[src/fbios_cfg.svh]
`ifndef FBIOS_CFG_SVH
`define FBIOS_CFG_SVH
// Connection slots and slot index width
`define FBIOS_SLOTS 8
`define FBIOS_SLOT_W 3
// Register numbers
`define FBIOS_REG_CMD 16'h07d6
`define FBIOS_REG_STAT 16'h1f3c
`define FBIOS_REG_DIAG 16'h1f3d
`define FBIOS_REG_IN 16'h1f40
// Function codes
`define FBIOS_FC_RD_COIL 8'h01
`define FBIOS_FC_RD_DISC 8'h02
`define FBIOS_FC_RD_HOLD 8'h03
`define FBIOS_FC_RD_INP 8'h04
`define FBIOS_FC_WR_COIL 8'h05
`define FBIOS_FC_WR_REG 8'h06
`define FBIOS_FC_WR_COILS 8'h0f
`define FBIOS_FC_WR_REGS 8'h10
`define FBIOS_FC_RW_REGS 8'h17
// Exception codes
`define FBIOS_EXC_NONE 8'h00
`define FBIOS_EXC_FUNC 8'h01
`define FBIOS_EXC_ADDR 8'h02
`define FBIOS_EXC_VALUE 8'h03
// Command and diagnostic bit positions
`define FBIOS_CMD_CLEAR 16'h0080
`define FBIOS_DIAG_UV 2
`define FBIOS_DIAG_SHORT 4
`define FBIOS_DIAG_TEMP 10
`define FBIOS_STAT_ERR 0
// Reset values
`define FBIOS_RST_WORD 16'h0000
`define FBIOS_RST_CODE 8'h00
`endif

[src/fbios_pkg.sv]
`include "fbios_cfg.svh"
package fbios_pkg;
  // Latched diagnostic conditions: undervoltage, short, overtemperature
  typedef struct packed {
    logic uv;
    logic shrt;
    logic temp;
  } fbios_diag_t;

  // Whole state of the register server
  typedef struct packed {
    logic [`FBIOS_SLOTS-1:0] live;
    fbios_diag_t diag;
    logic cmd_err;
    logic err_flag;
    logic [15:0] diag_word;
    logic rsp_valid;
    logic [`FBIOS_SLOT_W-1:0] rsp_slot;
    logic [15:0] rsp_data;
    logic rsp_exc;
    logic [7:0] rsp_code;
    logic open_ack;
    logic open_full;
    logic [`FBIOS_SLOT_W-1:0] open_slot;
  } fbios_state_t;
endpackage

[src/fbios_server.sv]
`include "fbios_cfg.svh"
// Overview of operation
// RULE1: Up to eight client connections live at once, each addressing registers independently.
// RULE2: A dropped connection may reopen in any free slot to resume access.
// RULE3: Function codes 1,2,3,4,5,6,15,16,23 decoded; all others answer exception 01.
// RULE4: Class 0 (word read, multi-word write) complete; class 1/2 only partly.
// RULE5: Input word at 8000 readable by codes 1,2,3,4 and 23.
// RULE6: Writes to 7996, 7997 or 8000 are dropped with exception 02.
// RULE7: Command word 2006 is write-only via codes 6, 16, 23; reads refused.
// RULE8: Command write with more than one bit set reports an error.
// RULE9: Command value 0080 alone clears latched supply and temperature warnings.
// RULE10: Status bit 0 high while any diagnostic bit is set, else zero.
// RULE11: Diagnostic bits: 2 undervoltage, 4 short/overload, 10 overtemperature.
// RULE12: Inputs 1-8 in byte 0, 9-16 in byte 1, lowest input at bit 0.
// RULE13: Words are sent high byte first and mapped one to one.
// RULE14: Reserved single-bit commands are ignored; status falls after clear with no fault.
module fbios_server import fbios_pkg::*; (
  input wire logic core_clk,
  input wire logic rstn,
  input wire logic ce,
  input wire logic [15:0] din,
  input wire logic ev_uv,
  input wire logic ev_short,
  input wire logic ev_temp,
  input wire logic open_req,
  input wire logic close_req,
  input wire logic [`FBIOS_SLOT_W-1:0] close_slot,
  input wire logic req_valid,
  input wire logic [`FBIOS_SLOT_W-1:0] req_slot,
  input wire logic [7:0] req_fc,
  input wire logic [15:0] req_addr,
  input wire logic [15:0] req_waddr,
  input wire logic [15:0] req_wdata,
  output logic open_ack,
  output logic open_full,
  output logic [`FBIOS_SLOT_W-1:0] open_slot,
  output logic [`FBIOS_SLOTS-1:0] live_mask,
  output logic rsp_valid,
  output logic [`FBIOS_SLOT_W-1:0] rsp_slot,
  output logic [15:0] rsp_data,
  output logic rsp_exc,
  output logic [7:0] rsp_code,
  output logic cmd_err,
  output logic err_flag,
  output logic [15:0] diag_word
);
  fbios_state_t s_q, s_d;

  // Read-only register test
  function automatic logic is_ro(input logic [15:0] a);
    is_ro = (a == `FBIOS_REG_STAT) || (a == `FBIOS_REG_DIAG) || (a == `FBIOS_REG_IN);
  endfunction

  // More than one bit set
  function automatic logic multi_bit(input logic [15:0] w);
    multi_bit = (w & (w - 16'h0001)) != `FBIOS_RST_WORD;
  endfunction

  // Diagnostic word from latched conditions
  function automatic logic [15:0] diag_of(input fbios_diag_t d);
    logic [15:0] w;
    w = `FBIOS_RST_WORD;
    w[`FBIOS_DIAG_UV] = d.uv; // RULE11
    w[`FBIOS_DIAG_SHORT] = d.shrt; // RULE11
    w[`FBIOS_DIAG_TEMP] = d.temp; // RULE11
    diag_of = w;
  endfunction

  logic clr;
  logic wr_bad;
  logic [15:0] rd_word;
  logic rd_ok;
  logic found;

  // Next-state logic
  always_comb begin
    s_d = s_q;
    s_d.rsp_valid = 1'b0;
    s_d.open_ack = 1'b0;
    s_d.open_full = 1'b0;
    clr = 1'b0;
    wr_bad = 1'b0;
    rd_word = `FBIOS_RST_WORD;
    rd_ok = 1'b0;
    found = 1'b0;
    // Open: lowest free slot takes the new connection
    if (open_req) begin
      for (int i = 0; i < `FBIOS_SLOTS; i++) begin
        if (!found && !s_q.live[i]) begin
          found = 1'b1;
          s_d.live[i] = 1'b1; // RULE1 RULE2
          s_d.open_slot = i[`FBIOS_SLOT_W-1:0];
        end
      end
      s_d.open_ack = found;
      s_d.open_full = !found; // RULE1
    end
    // Close frees the slot for a later reconnect
    if (close_req) begin
      s_d.live[close_slot] = 1'b0; // RULE2
    end
    // Word read decode; command word is not readable
    if (req_addr == `FBIOS_REG_STAT) begin
      rd_word[`FBIOS_STAT_ERR] = s_q.err_flag; // RULE10
      rd_ok = 1'b1;
    end else if (req_addr == `FBIOS_REG_DIAG) begin
      rd_word = s_q.diag_word;
      rd_ok = 1'b1;
    end else if (req_addr == `FBIOS_REG_IN) begin
      rd_word = din; // RULE12
      rd_ok = 1'b1;
    end
    // Request handling, one answer per taken request
    if (req_valid && s_q.live[req_slot]) begin // RULE1
      s_d.rsp_valid = 1'b1;
      s_d.rsp_slot = req_slot;
      s_d.rsp_exc = 1'b0;
      s_d.rsp_code = `FBIOS_EXC_NONE;
      s_d.rsp_data = `FBIOS_RST_WORD;
      case (req_fc)
        `FBIOS_FC_RD_COIL, `FBIOS_FC_RD_DISC: begin
          if (req_addr == `FBIOS_REG_IN) begin
            s_d.rsp_data = din; // RULE5 RULE12
          end else begin
            s_d.rsp_exc = 1'b1;
            s_d.rsp_code = `FBIOS_EXC_ADDR;
          end
        end
        `FBIOS_FC_RD_HOLD, `FBIOS_FC_RD_INP: begin
          if (rd_ok) begin
            s_d.rsp_data = rd_word; // RULE4 RULE5 RULE13
          end else begin
            s_d.rsp_exc = 1'b1;
            s_d.rsp_code = `FBIOS_EXC_ADDR; // RULE7
          end
        end
        `FBIOS_FC_WR_COIL, `FBIOS_FC_WR_COILS: begin
          s_d.rsp_exc = 1'b1;
          s_d.rsp_code = `FBIOS_EXC_ADDR; // RULE6
        end
        `FBIOS_FC_WR_REG, `FBIOS_FC_WR_REGS, `FBIOS_FC_RW_REGS: begin
          // Read part, then write part for combined access
          if (req_fc == `FBIOS_FC_RW_REGS && !rd_ok) begin
            s_d.rsp_exc = 1'b1;
            s_d.rsp_code = `FBIOS_EXC_ADDR; // RULE7
          end else if ((req_fc == `FBIOS_FC_RW_REGS ? req_waddr : req_addr)
                       == `FBIOS_REG_CMD) begin
            if (multi_bit(req_wdata)) begin
              wr_bad = 1'b1;
              s_d.cmd_err = 1'b1; // RULE8
              s_d.rsp_exc = 1'b1;
              s_d.rsp_code = `FBIOS_EXC_VALUE; // RULE8
            end else begin
              s_d.cmd_err = 1'b0;
              clr = (req_wdata == `FBIOS_CMD_CLEAR); // RULE9 RULE14
              s_d.rsp_data = (req_fc == `FBIOS_FC_RW_REGS) ? rd_word : req_wdata; // RULE13
            end
          end else begin
            // Read-only or unmapped target: data discarded
            s_d.rsp_exc = 1'b1;
            s_d.rsp_code = `FBIOS_EXC_ADDR; // RULE6
          end
        end
        default: begin
          s_d.rsp_exc = 1'b1;
          s_d.rsp_code = `FBIOS_EXC_FUNC; // RULE3
        end
      endcase
    end
    // Latched conditions; a new event wins over the clear
    s_d.diag.uv = (s_q.diag.uv & ~clr) | ev_uv; // RULE9
    s_d.diag.shrt = (s_q.diag.shrt & ~clr) | ev_short;
    s_d.diag.temp = (s_q.diag.temp & ~clr) | ev_temp;
    s_d.diag_word = diag_of(s_d.diag); // RULE11
    s_d.err_flag = s_d.diag.uv | s_d.diag.shrt | s_d.diag.temp; // RULE10 RULE14
  end

  // State register with clock enable
  always_ff @(posedge core_clk or negedge rstn) begin
    if (!rstn) begin
      s_q <= '0;
    end else if (ce) begin
      s_q <= s_d;
    end
  end

  // Outputs straight from the state register
  assign open_ack = s_q.open_ack;
  assign open_full = s_q.open_full;
  assign open_slot = s_q.open_slot;
  assign live_mask = s_q.live;
  assign rsp_valid = s_q.rsp_valid;
  assign rsp_slot = s_q.rsp_slot;
  assign rsp_data = s_q.rsp_data;
  assign rsp_exc = s_q.rsp_exc;
  assign rsp_code = s_q.rsp_code;
  assign cmd_err = s_q.cmd_err;
  assign err_flag = s_q.err_flag;
  assign diag_word = s_q.diag_word;

  logic taken;
  assign taken = ce && req_valid && s_q.live[req_slot];
endmodule // fbios_server

[config.mk]
export PLATFORM = sky130hd
export DESIGN_NAME = fbios_server
export DESIGN_NICKNAME = d
export VERILOG_FILES = /design/src/fbios_pkg.sv /design/src/fbios_server.sv
export VERILOG_INCLUDE_DIRS = /design/src
export SDC_FILE = /design/constraint.sdc
export NUM_CORES = 1
export LEC_CHECK = 0
export BUFFER_PORTS_ARGS = -buffer_cell sky130_fd_sc_hd__clkbuf_2
export CAP_MARGIN = 5
export CORE_MARGIN = 3
export CORE_UTILIZATION = 45
export DETAILED_ROUTE_END_ITERATION = 10
export GPL_ROUTABILITY_DRIVEN = 0
export PLACE_DENSITY = 0.84
export SLEW_MARGIN = 15
export SYNTH_ARGS = -nofsm -noshare
export SYNTH_HDL_FRONTEND = slang
export SYNTH_SLANG_ARGS = --single-unit
[constraint.sdc]
create_clock -name core_clk -period 2.9 [get_ports core_clk]
set_clock_uncertainty 0.2 [all_clocks]
set_input_delay 0.58 -clock core_clk [delete_from_list [all_inputs] [get_ports core_clk]]
set_output_delay 0.58 -clock core_clk [all_outputs]
set_load 0.01 [all_outputs]
==> out/results.txt, run 1 <==
In this run, the number of DRC markers left after iteration 0 of detailed routing was 115. The post-route non-filler standard cell count was 564. Across the run, the number of max-cap violations was 0. The fraction of registers with async set/reset works out to 1.00. After clock tree synthesis, the clock-pin slew on the worst setup and hold paths is 0.10 ns. Power spread over the standard cell area amounts to 436 nW/um^2.

The critical path's top delay family was simple AND/OR/NAND/NOR gates. Buffers inserted during clock tree synthesis total 5. The maximum number of buffers from clock root to sink came out at 2.

The total number of placement rows is 28, and the worst hold slack after final layout is 0.118 ns. The slowest cell on the critical path is sky130_fd_sc_hd__or4_4. In the layout the commonest cells are 127 x sky130_fd_sc_hd__clkbuf_2, 41 x sky130_fd_sc_hd__dfrtp_1, 36 x sky130_fd_sc_hd__nand2_1. The count of hold-fix buffers inserted at cts came out at 0.

The predominant post-synthesis flop cell was sky130_fd_sc_hd__dfrtp_1. The final sum of negative setup slack came out at 0 ns. 147 I/O pins were placed.

The wire-length estimate of the detail-placed layout is 6910 um. Setup repair after global routing left no endpoint under its margin. In this run the static leakage power is 1.85 nW. The sequential cell area fraction in the yosys report is 0.351. The fraction of layout instances using a drive strength above 1 is 0.368, and the final setup violation count is 0.

Number of distinct library cells after synthesis: 72. The critical path is of the in2reg type. For the via count of the first global-routing pass, the log shows 3112. The number of hold violations in the final report was 0; the number of sinks on the clock net was 41.

The type of the tightest min-delay check was in2async. The floorplan step defined a die boundary enclosing 7500 sq um. The tools report the count of nets after finishing as 575. Clock latency on the worst-skew pair, taken at its later pin, is 0.30 ns.

The most common cell after layout, fill and taps aside is sky130_fd_sc_hd__clkbuf_2. The flow ran to the end, and the final reports show no timing, DRC or antenna violations. TritonCTS built the clock tree.

STA classifies the critical path startpoint as an input port. Tracing the worst setup path back leads to its startpoint at req_wdata[3]. Counting flops and latches in the post-synthesis netlist gives 41.

The final critical-path required period was 2.86 ns. The number of slew-limit violations in the final report is 0. The count of unresolved DRC violations after routing was 0; the total global routing overflow was 0.

The number of flops mapped to enable cells by yosys is 0, and the proportion of netlist area held by the largest area contributor is 0.351. The die is 86.6 um tall. The die is 86.6 um wide. Entering global routing, the biggest net connects 42 pins.

Counting tap cells, the placed design contains a total of 556 instances. On the worst path, the slowest cell contributes a delay of 0.57 ns. By area the synthesized netlist is led by sky130_fd_sc_hd__dfrtp_1 35%, sky130_fd_sc_hd__buf_4 4.9%, sky130_fd_sc_hd__nand2_1 4.6%.

The achievable frequency was 350 MHz. The tools report the count of vias placed by the detailed router as 3208. Compared with the post-synthesis result, the final layout area differs by 32.8%. The most frequent cell on the critical path is sky130_fd_sc_hd__buf_4. The number of vias per cell was 5.69; the highest fanout seen on the critical path was 12.

For the pin with the worst max-slew slack, the measured transition is 0.563 ns. The region available for standard cell placement spans 6100 sq um. The filler cells instantiated in the layout total 555.

The largest total area in the synthesized netlist belongs to sky130_fd_sc_hd__dfrtp_1. The first-pass GRT wire length was 14000 um; the number of nets still failing antenna checks after routing was 0. The number of antenna violations at the first check in global routing was 0.

The tree is rooted in a sky130_fd_sc_hd__clkbuf_8. The worst setup path is captured at a register. Overall power consumption after layout is estimated at 1.69 mW.

The mean routed wirelength per cell works out to 15.6 um. The final routed wirelength across all metal layers was 8800 um. Port buffering added 127 buffers.

After technology mapping, the gate count stands at 342. Summing all placed instances gives a cell area of 3740 sq um. Once layout is done, the placed cells without fillers occupy 3880 sq um. The run gives 2.88 ns as the endpoint arrival time on the critical path. For the worst setup path, the data required time is 2.93 ns. The worst register-to-register path begins at live_mask[6]. Buffers added to address setup during post-CTS repair amount to 0. The repair_antennas step left the layout with diodes totalling 0. The mean area per synthesized cell is 8.55 sq um, and the worst ir drop on vdd is 0.369 mV. For the number of optimization iterations in the first detailed-route pass, the log shows 5. Walking the worst path, the cells encountered are clkbuf_2 -> or4_4 -> nor4b_1 -> a22oi_1 -> buf_4 -> nor4_2 -> a31oi_1 -> buf_4 -> o21ai_1.

The normalized max-slew margin is 0.621. The clock tree synthesis step divided the H-tree into 2 levels. The starting density of the core was 0.479; the share of the clock period used by the worst path was 0.985. The number of buffer and inverter instances along the worst setup path is 3, and the aggregate global-route resource usage is 0.230.

For this run, the number of Yosys warnings is 0. After synthesis the cells add up to 2920 sq um. For the number of gates resized after cts, the log shows 0.
cells by family after synthesis:
logic type,count (synthesis),share of synthesized area
muxes,5,0.0227
AOI/OAI and AO/OA,105,0.243
xor gates and xnor gates,3,0.00899
adders and majority gates,1,0.00342
DFF,41,0.351
and+or+nand+nor,144,0.291
other,1,0.00128
buffers and inverters,42,0.0792
layout make-up:
cell class | instances | area [sq um] | area share
timing repair buffer | 156 | 853 | 0.220
clock inverter | 3 | 68.8 | 0.0177
multi-input combinational | 277 | 1740 | 0.449
tap | 75 | 93.8 | 0.0242
clock buffer | 5 | 68.8 | 0.0177
inverter | 7 | 26.3 | 0.00677
sequential | 41 | 1030 | 0.264
metal layers:
layer  global-route usage  part of all wire  wire [um]
met1                0.297              0.42       3740
met2                0.396              0.49       4270
met3               0.0333             0.071        629
met4               0.0751             0.019        165
met5                    0                 0          0
power by group:
part	total [mW]	leakage [nW]	switching [mW]	internal, mW
registers	0.701	0.497	0.0657	0.635
logic	0.419	1.29	0.230	0.189
clock network	0.573	0.0687	0.226	0.347
worst paths after layout:
path	endpoint	slack (ns)	cells after the start
max	rsp_data[12]	0.04	9
min	rsp_data[3]	0.12	2
max reg2reg	rsp_data[12]	0.50	8
min reg2reg	rsp_slot[0]	0.29	2
max in group asynchronous	diag_word[2]	2.00	2
min in group core_clk	rsp_data[1]	0.27	3
stage by stage:
step                utilization  setup slack [ns]
CTS                       0.637            0.0684
finish                    0.637            0.0438
global route              0.637            0.0121
detailed placement        0.614            -0.120
global placement          0.614           -0.0576
floorplan                     -             0.108
synthesized netlist by cell type, types with 2 or more instances:
library cell	count
sky130_fd_sc_hd__nand4bb_1	2
sky130_fd_sc_hd__nor4b_1	3
sky130_fd_sc_hd__o21ai_0	11
sky130_fd_sc_hd__and3_1	4
sky130_fd_sc_hd__a31oi_1	21
sky130_fd_sc_hd__a21o_1	3
sky130_fd_sc_hd__a221o_1	3
sky130_fd_sc_hd__clkbuf_1	13
sky130_fd_sc_hd__a22oi_1	4
sky130_fd_sc_hd__nor2b_1	13
sky130_fd_sc_hd__and2_1	2
sky130_fd_sc_hd__o22ai_1	3
sky130_fd_sc_hd__buf_2	2
sky130_fd_sc_hd__a21oi_1	13
sky130_fd_sc_hd__o211ai_1	2
sky130_fd_sc_hd__nand2_1	36
sky130_fd_sc_hd__nand3b_1	2
sky130_fd_sc_hd__and4b_1	2
sky130_fd_sc_hd__or3_1	5
sky130_fd_sc_hd__and4_1	14
sky130_fd_sc_hd__dfrtp_1	41
sky130_fd_sc_hd__inv_1	6
sky130_fd_sc_hd__or2_2	3
sky130_fd_sc_hd__or4_4	2
sky130_fd_sc_hd__a22o_1	4
sky130_fd_sc_hd__o21ai_1	15
sky130_fd_sc_hd__a32oi_1	4
sky130_fd_sc_hd__nand3_1	7
sky130_fd_sc_hd__o22a_1	2
sky130_fd_sc_hd__mux2_2	3
sky130_fd_sc_hd__buf_4	19
sky130_fd_sc_hd__o32a_1	2
sky130_fd_sc_hd__nor4_2	2
sky130_fd_sc_hd__nor2_1	21
sky130_fd_sc_hd__a211o_1	2
sky130_fd_sc_hd__nor4_1	7
sky130_fd_sc_hd__nor3_1	8
sky130_fd_sc_hd__xnor2_1	2
sequential cells by signal, summed over array words and instances, names as in the netlist:
| signal | cells |
|---|---|
| rsp_valid | 1 |
| rsp_data | 16 |
| open_ack | 1 |
| rsp_code | 2 |
| s_q | 1 |
| rsp_slot | 3 |
| open_slot | 3 |
| err_flag | 1 |
| live_mask | 8 |
| open_full | 1 |
| diag_word | 2 |
| rsp_exc | 1 |
| cmd_err | 1 |
Note: power is estimated with default switching activity, not from simulation.
==> inputs of run 2 (changes only) <==
ABC_AREA = 1   (was default)
MAX_ROUTING_LAYER = met4   (was default)
PLACE_DENSITY = 0.83   (was 0.84)
REMOVE_ABC_BUFFERS = 1   (was default)
==> run 2 against run 1 <==
  * Sequential power is 1% lower
  * First-iteration DRC count grew 89%
  * Combinational power up 3%
  * Sequential share of layout area is 0.22 points lower
  * Global-route usage rose by 0.43 points
  * Critical path type unchanged
  * Largest cell class unchanged
  * Largest power group unchanged
  * Highest routed layer unchanged
==> out/results.txt, run 2 <==
For the buffer count from post-CTS setup fixing, the log shows 0 (unchanged). Fraction of layout instances using a drive strength above 1: 0.270 (-0.0976). Leaving out fill and tap cells, the most frequent cell in the layout is sky130_fd_sc_hd__clkbuf_2. CTS buffer count: 5 (unchanged). The root buffer cell chosen for the clock tree is sky130_fd_sc_hd__clkbuf_8. The area of the mapped netlist came out at 3140 sq um (+7.3%). Total number of placement rows: 29 (+3.6%).

The CTS H-tree depth is 2 (unchanged). The final critical-path required period came out at 2.21 ns (-0.648 ns). Pin count of the biggest net entering global routing: 42 (unchanged). Startpoint of the lowest-slack register-to-register path: live_mask[2].

The number of optimization iterations in the first detailed-route pass came out at 5 (unchanged). Number of DRC markers in iteration 0: 217 (+89%). Ranked by total cell area, the synthesized netlist is headed by sky130_fd_sc_hd__dfrtp_1 33%, sky130_fd_sc_hd__nand2_1 14%, sky130_fd_sc_hd__nor2_1 8.1%. The logs give 0.648 (+0.0264) for the normalized max-slew margin and 3597 (+12%) for the count of vias placed by the detailed router. The worst ir drop on vdd was 0.410 mV (+11%); the required time of the critical path was 2.93 ns (about the same).

Clock transition at the registers of the reported paths: 0.08 ns (-0.02 ns). The count of cells along the worst register-to-register path is 9 (+1). For the pre-CTS worst setup slack, the log shows 0.397 ns (+0.517 ns). The run gives 0 (unchanged) as the final setup violation count. The number of diodes came out at 0 (unchanged). The signal on the critical path passes through clkbuf_2 -> nor2_1 -> inv_1 -> nor4_2 -> inv_1 -> nand2_1 -> nand3_1 -> o21ai_1 -> a22o_1.

Area added between synthesis and finish: 24.8%. TritonCTS built the clock tree. Slowest cell on the critical path: sky130_fd_sc_hd__nand2_1.

Highest fanout seen on the critical path: 13 (+1). The type of origin of the critical path is an input port. The die area is 8010 sq um (+6.8%), and the share of the clock period used by the worst path is 0.761 (-0.224). Ratio of total power to cell area: 427 nW/um^2 (-2.1%). In the synthesized netlist, the cells that appear most often are 117 x sky130_fd_sc_hd__nand2_1, 68 x sky130_fd_sc_hd__nor2_1, 49 x sky130_fd_sc_hd__inv_1.

For the achievable frequency, the log shows 453 MHz (+29%). The maximum number of buffers from clock root to sink came out at 2 (unchanged). The endpoint identified for the worst register-to-register timing path is rsp_data[1]. The logs give 2.24 ns (-0.64 ns) for the endpoint arrival time on the critical path and 0.30 ns (about the same) for the insertion delay to the later sink of the worst-skew pair.

The tools report the starting density of the core as 0.478 (-0.00186). Setup repair after global routing left no endpoint under its margin. The tools report the minimum setup slack in the final design as 0.692 ns (+0.648 ns). HPWL reported at the end of detailed placement: 7080 um (+2.3%). The tools report the number of nets still failing antenna checks after routing as 0 (unchanged). The count of hold-fix buffers inserted at cts came out at 0 (unchanged).

The library cells used most frequently in the layout, excluding fill and tap cells, are 127 x sky130_fd_sc_hd__clkbuf_2, 117 x sky130_fd_sc_hd__nand2_1, 68 x sky130_fd_sc_hd__nor2_1. The mean area per synthesized cell is 6.65 sq um (-22%). The final sum of negative setup slack was 0 ns (unchanged). The slew at the pin closest to its max-slew limit is 0.528 ns (-0.0345 ns).

Most numerous cell in the Yosys netlist: sky130_fd_sc_hd__nand2_1. The flip-flop count of the largest register, all copies and words added is 16 (unchanged). The number of distinct library cells after synthesis is 39 (-46%).

The first element of the critical path was req_fc[2]. The die boundary width is 89.5 um (+3.3%), and the synthesized instance count is 472 (+38%). The most used flip-flop cell after synthesis is sky130_fd_sc_hd__dfrtp_1.

The fraction of registers with async set/reset is 1.00 (unchanged), and the final total power is 1.67 mW (-1.3%). The proportion of netlist area held by the largest area contributor was 0.327 (-0.0239); the utilization of the core after routing was 0.596 (-0.0408). The number of hold violations in the final report was 0 (unchanged); the number of slew-limit violations in the final report was 0 (unchanged). The final routed wirelength across all metal layers was 8940 um (+1.6%); the mean routed wirelength per cell was 12.9 um (-17%). The logs give 0.70 ns (+0.20 ns) for the slack of the worst reg-to-reg path and 2.06 nW (+11%) for the reported leakage power. The most numerous cell type found on the critical path is sky130_fd_sc_hd__inv_1. The run gives 3395 (+9.1%) as the via count of the first global-routing pass. The aggregate global-route resource usage was 0.235 (+0.00434). The critical path is of the in2reg type.

The tools report the number of maximum-capacitance violations as 0 (unchanged). The cell taking the most area after synthesis is sky130_fd_sc_hd__dfrtp_1. The flow ran to the end, and the final reports show no timing, DRC or antenna violations. The count of unresolved DRC violations after routing was 0 (unchanged); the worst hold slack after final layout was 0.135 ns (+0.0172 ns).

The count of buffers from port buffering came out at 127 (unchanged). The number of flops mapped to enable cells by yosys works out to 0 (unchanged). The tools report the first-pass GRT wire length as 14500 um (+4.1%). The number of gates resized after cts is 0 (unchanged), and the core region area is 6570 sq um (+7.7%). The number of sinks on the clock net was 41 (unchanged); the number of vias per cell was 5.20 (-8.6%).

The sequential cell area fraction in the yosys report is 0.327 (-0.0239). The height of the die is 89.5 um (+3.3%). The highest cell delay on the worst timing path came out at 0.41 ns (-0.16 ns). The number of antenna violations at the first check in global routing is 0 (unchanged), and the count of state elements after synthesis is 41 (unchanged).

Total global routing overflow: 0 (unchanged). The critical path capture point type is a register. The type of the tightest min-delay check was in2async. The I/O pin count is 147 (unchanged), and the number of warnings printed during yosys synthesis is 0 (unchanged). The count of nets after finishing was 685 (+19%).
==> run 2: changes by cell type after synthesis, moves of 5 or more <==
| cell | previous run | this run |
|---|---|---|
| sky130_fd_sc_hd__nor2_1 | 21 | 68 |
| sky130_fd_sc_hd__clkbuf_1 | 13 | 4 |
| sky130_fd_sc_hd__nor4_1 | 7 | 1 |
| sky130_fd_sc_hd__nand2_1 | 36 | 117 |
| sky130_fd_sc_hd__and4_1 | 14 | 0 |
| sky130_fd_sc_hd__a22o_1 | 4 | 14 |
| sky130_fd_sc_hd__or3_1 | 5 | 0 |
| sky130_fd_sc_hd__a31oi_1 | 21 | 5 |
| sky130_fd_sc_hd__inv_1 | 6 | 49 |
| sky130_fd_sc_hd__o21ai_0 | 11 | 35 |
| sky130_fd_sc_hd__a21oi_1 | 13 | 21 |
| sky130_fd_sc_hd__nor2b_1 | 13 | 0 |
| sky130_fd_sc_hd__nand4_1 | 1 | 7 |
| sky130_fd_sc_hd__nand3_1 | 7 | 26 |
==> run 2: critical path: cells and delay by family <==
family / cells / cell delay (ns)
AOI/OAI and AO/OA: 2 / 0.27
buffers and inverters: 3 / 0.35
and+or+nand+nor: 4 / 1.04
==> run 2: worst max-delay path by stage <==
| stage | end | slack, ns | depth (start not counted) |
|---|---|---|---|
| after floorplan | rsp_data[0] | 0.62 | 11 |
| after global placement | rsp_data[8] | 0.47 | 10 |
| after detailed placement | rsp_data[1] | 0.40 | 10 |
| after CTS | rsp_data[1] | 0.68 | 9 |
| after global routing | rsp_exc | 0.46 | 10 |
| final | rsp_data[14] | 0.69 | 9 |
==> run 2: layout make-up <==
type,count,area (sq um)
Clock buffer,5,68.8
Clock inverter,3,65.1
Fill cell,634,2650
Inverter,56,213
Multi-Input combinational cell,363,1760
Sequential cell,41,1030
Tap cell,93,116
Timing Repair Buffer,131,666
==> run 2: cells by family (layout without fill, tap and decap cells) <==
family,count (synthesis),count (layout),share of synthesized area
AND/OR/NAND/NOR,242,242,0.339
AO/OA/AOI/OAI,102,102,0.199
buffers and inverters,86,195,0.134
flip-flops,41,41,0.327
other,1,19,0.00120
==> run 2: where the power goes <==
part | total, mW | leakage (nW) | switching (mW) | internal [mW]
logic | 0.431 | 1.50 | 0.266 | 0.165
registers | 0.691 | 0.496 | 0.0543 | 0.637
clock network | 0.549 | 0.0681 | 0.207 | 0.342
total | 1.67 | 2.06 | 0.527 | 1.14
==> run 2: layer usage <==
| metal | global-route usage | part of all wire |
|---|---|---|
| met1 | 0.296 | 0.43 |
| met2 | 0.380 | 0.47 |
| met3 | 0.0433 | 0.083 |
| met4 | 0.0771 | 0.017 |
| met5 | - | 0 |
==> run 2: per-stage QoR <==
step                cells  instance area [sq um]
floorplan             460                   3000
finish                692                   3910
detailed placement    684                   3780
CTS                   692                   3910
global route          692                   3910
global placement      684                   3780
==> inputs of run 3 (changes only) <==
clock period = 2.3 ns   (was 2.9 ns; I/O delays follow)
==> run 3 against run 2 <==
  * Wire length grew 3.8%
  * Flip-flop and latch count is the same
  * Setup slack worse by 0.49 ns
  * Non-clock buffer count up 6
  * Critical path depth up 2
  * Combinational power grew 29%
  * Register-to-register slack got worse by 0.50 ns
  * Global-route usage is 0.39 points higher
  * Die area unchanged
  * Worst hold slack improved by 0.056 ns
  * Clock power down 13%
  * Power grew 14%
  * Highest routed layer unchanged
==> out/results.txt, run 3 (synthesized netlist as in run 2, its figures left out) <==
The tools report the final sum of negative setup slack as 0 ns (unchanged). Critical path endpoint: open_slot[0]. The mean routed wirelength per cell was 13.3 um (+2.9%). The count of cells along the worst register-to-register path was 11 (+2); the count of fill cells added during filler insertion was 627 (-1.1%).

Area added between synthesis and finish: 26.6%. The height of the die came out at 89.5 um (unchanged). The run gives 0 (unchanged) as the count of unresolved DRC violations after routing.

The final setup violation count came out at 0 (unchanged). Walking the worst path, the cells encountered are nand2_1 -> nor2_1 -> nand2_1 -> nor2_1 -> nand2_1 -> nor2_1 -> inv_1 -> nor2_1 -> nor2_1 -> nor2_1 -> a41oi_1. The core region area came out at 6570 sq um (unchanged). The portion of total power attributed to sequential cells was 0.458 (+0.044); the switching fraction of total power was 0.355 (+0.0399). The run gives 3486 (+2.7%) as the via count of the first global-routing pass. The tools report the clock share of power as 0.250 (-0.079). Die boundary width: 89.5 um (unchanged).

The run finished with clean final reports. For the final routed wirelength across all metal layers, the log shows 9280 um (+3.8%). The worst ir drop on vdd was 0.455 mV (+11%); the number of nets still failing antenna checks after routing was 0 (unchanged). The run gives 2.26 ns (-0.67 ns) as the required time of the critical path.

The tools report the critical register-to-register path endpoint as open_slot[0]. The run gives 1.23 mW (+7.4%) as the internal power summed over all cells. Final total power: 1.90 mW (+14%).

The number of sinks on the clock net is 41 (unchanged). The tools report the starting density of the core as 0.478 (unchanged). The most common cell after layout, fill and taps aside is sky130_fd_sc_hd__clkbuf_2.

Type of the tightest min-delay check: in2reg. STA classifies the critical path endpoint as a register. Setup repair after global routing left no endpoint under its margin. The tools report the first element of the critical path as live_mask[1]. The fraction of layout instances using a drive strength above 1 was 0.276 (+0.00558); the number of hold violations in the final report was 0 (unchanged).

The clock transition at the registers of the reported paths was 0.08 ns (about the same). The run gives 0.605 (+0.00876) as the utilization of the core after routing. The ratio of total power to cell area came out at 480 nW/um^2 (+12%). The number of vias per cell was 5.18 (-0.31%); the path length in cells of the critical path was 11 (+2). TritonCTS built the clock tree. The slew at the pin closest to its max-slew limit was 0.544 ns (+0.0157 ns); the total global routing overflow was 0 (unchanged). The logs give 0 (unchanged) for the number of antenna violations at the first check in global routing and 33 (-21%) for the pin count of the biggest net entering global routing.

The HPWL reported at the end of detailed placement was 7460 um (+5.4%). The flip-flop count of the largest register, all copies and words added is 16 (unchanged), and the number of optimization iterations in the first detailed-route pass is 5 (unchanged). The tools report the CTS buffer count as 5 (unchanged). The logs give 29 (unchanged) for the total number of placement rows and 0.291 (+0.033) for the combinational fraction of design power. The logs give 147 (unchanged) for the I/O pin count and 0 (unchanged) for the number of maximum-capacitance violations. The final critical-path required period was 2.10 ns. The library cells used most frequently in the layout, excluding fill and tap cells, are 127 x sky130_fd_sc_hd__clkbuf_2, 117 x sky130_fd_sc_hd__nand2_1, 68 x sky130_fd_sc_hd__nor2_1.

For this run, the top clock speed supported by timing is 477 MHz. The reported leakage power is 2.08 nW (+0.76%), and the highest fanout seen on the critical path is 5 (-8). The die area is 8010 sq um (unchanged).

The count of buffers from port buffering works out to 127 (unchanged). The clock root buffer master is sky130_fd_sc_hd__clkbuf_8. The number of diodes came out at 0 (unchanged). The highest cell delay on the worst timing path is 0.42 ns (about the same). CTS H-tree depth: 2 (unchanged). Count of vias placed by the detailed router: 3617 (+0.56%).

For the insertion delay to the later sink of the worst-skew pair, the log shows 0.29 ns (about the same). The endpoint arrival time on the critical path was 2.05 ns (-0.19 ns). The count of nets after finishing was 691 (+0.88%); the first-pass GRT wire length was 14900 um (+2.2%).

The logs give 0.637 (-0.0104) for the normalized max-slew margin and 0.20 ns (-0.50 ns) for the slack of the worst reg-to-reg path. The critical path's top delay family is simple AND/OR/NAND/NOR gates. The number of slew-limit violations in the final report came out at 0 (unchanged). The maximum number of buffers from clock root to sink was 2 (unchanged). Slowest cell on the critical path: sky130_fd_sc_hd__dfrtp_1. The net switching power of the design is 0.677 mW (+28%), and the number of buffer and inverter instances along the worst setup path is 1 (-2). The share of the clock period used by the worst path was 0.911.

The worst register-to-register path begins at live_mask[1]. The class of the most critical setup path is reg2reg. Counting stages on the worst path, the most repeated cell is sky130_fd_sc_hd__nor2_1. The logs give 0.239 (+0.00388) for the aggregate global-route resource usage and 177 (-18%) for the number of DRC markers in iteration 0. The type of origin of the critical path is a register.
## run 3: worst register-to-register path: stages (launching register included)
cell                      delay, ns
sky130_fd_sc_hd__dfrtp_1       0.42
sky130_fd_sc_hd__nand2_1       0.09
sky130_fd_sc_hd__nor2_1        0.20
sky130_fd_sc_hd__nand2_1       0.11
sky130_fd_sc_hd__nor2_1        0.18
sky130_fd_sc_hd__nand2_1       0.10
sky130_fd_sc_hd__nor2_1        0.18
sky130_fd_sc_hd__inv_1         0.09
sky130_fd_sc_hd__nor2_1        0.12
sky130_fd_sc_hd__nor2_1        0.10
sky130_fd_sc_hd__nor2_1        0.12
sky130_fd_sc_hd__a41oi_1       0.05
## run 3: per-stage QoR
| stage | worst slack, ns | instances | hold WS [ns] | area [sq um] |
|---|---|---|---|---|
| 4_1_cts | 0.240 | 698 | 0.178 | 3960 |
| 6_report | 0.205 | 698 | 0.191 | 3970 |
| 2_1_floorplan | 0.139 | 460 | -0.0356 | 3000 |
| 5_1_grt | 0.0147 | 698 | 0.197 | 3970 |
| 3_3_place_gp | 0.0504 | 689 | 0.259 | 3870 |
| 3_5_place_dp | -0.0704 | 689 | 0.261 | 3870 |
## run 3: layout make-up
class | count | area (sq um) | area share
multi-input cells | 363 | 1770 | 0.445
flip-flops and latches | 41 | 1030 | 0.258
repair buffers | 137 | 763 | 0.192
inverters | 56 | 213 | 0.0536
well taps | 93 | 116 | 0.0293
clock buffers | 5 | 68.8 | 0.0173
clock inverters | 3 | 17.5 | 0.00441
## run 3: how the worst min path moves through the flow
stage	end	cells after the start	from	slack, ns
after floorplan	cmd_err	0	rstn	-0.04
after global placement	open_slot[2]	1	rstn	0.26
after detailed placement	open_slot[2]	1	rstn	0.26
after CTS	live_mask[3]	2	close_slot[0]	0.18
after global routing	live_mask[3]	2	close_slot[0]	0.20
final	live_mask[3]	2	close_slot[0]	0.19
## run 3: timing repair
action,CTS,global route
endpoints found under the setup margin,0,1
setup buffers,0,0
hold endpoints to repair,20,0
hold buffers,1,0
gates resized for setup,0,1
## run 3: power groups by stage
stage	combinational, mW	clock [mW]	sequential [mW]
2_1_floorplan	0.240	0	0.912
3_3_place_gp	0.536	0	0.882
3_5_place_dp	0.548	0	0.884
4_1_cts	0.552	0.487	0.871
5_1_grt	0.622	0.517	0.886
6_report	0.555	0.477	0.873
## run 3: layer usage
layer / up-vias / global-route usage / wire [um]
li1: 1780 / - / -
met1: 1646 / 0.289 / 3920
met3: 13 / 0.0415 / 766
met5: - / - / 0
met4: 0 / 0.0690 / 116
met2: 178 / 0.407 / 4470
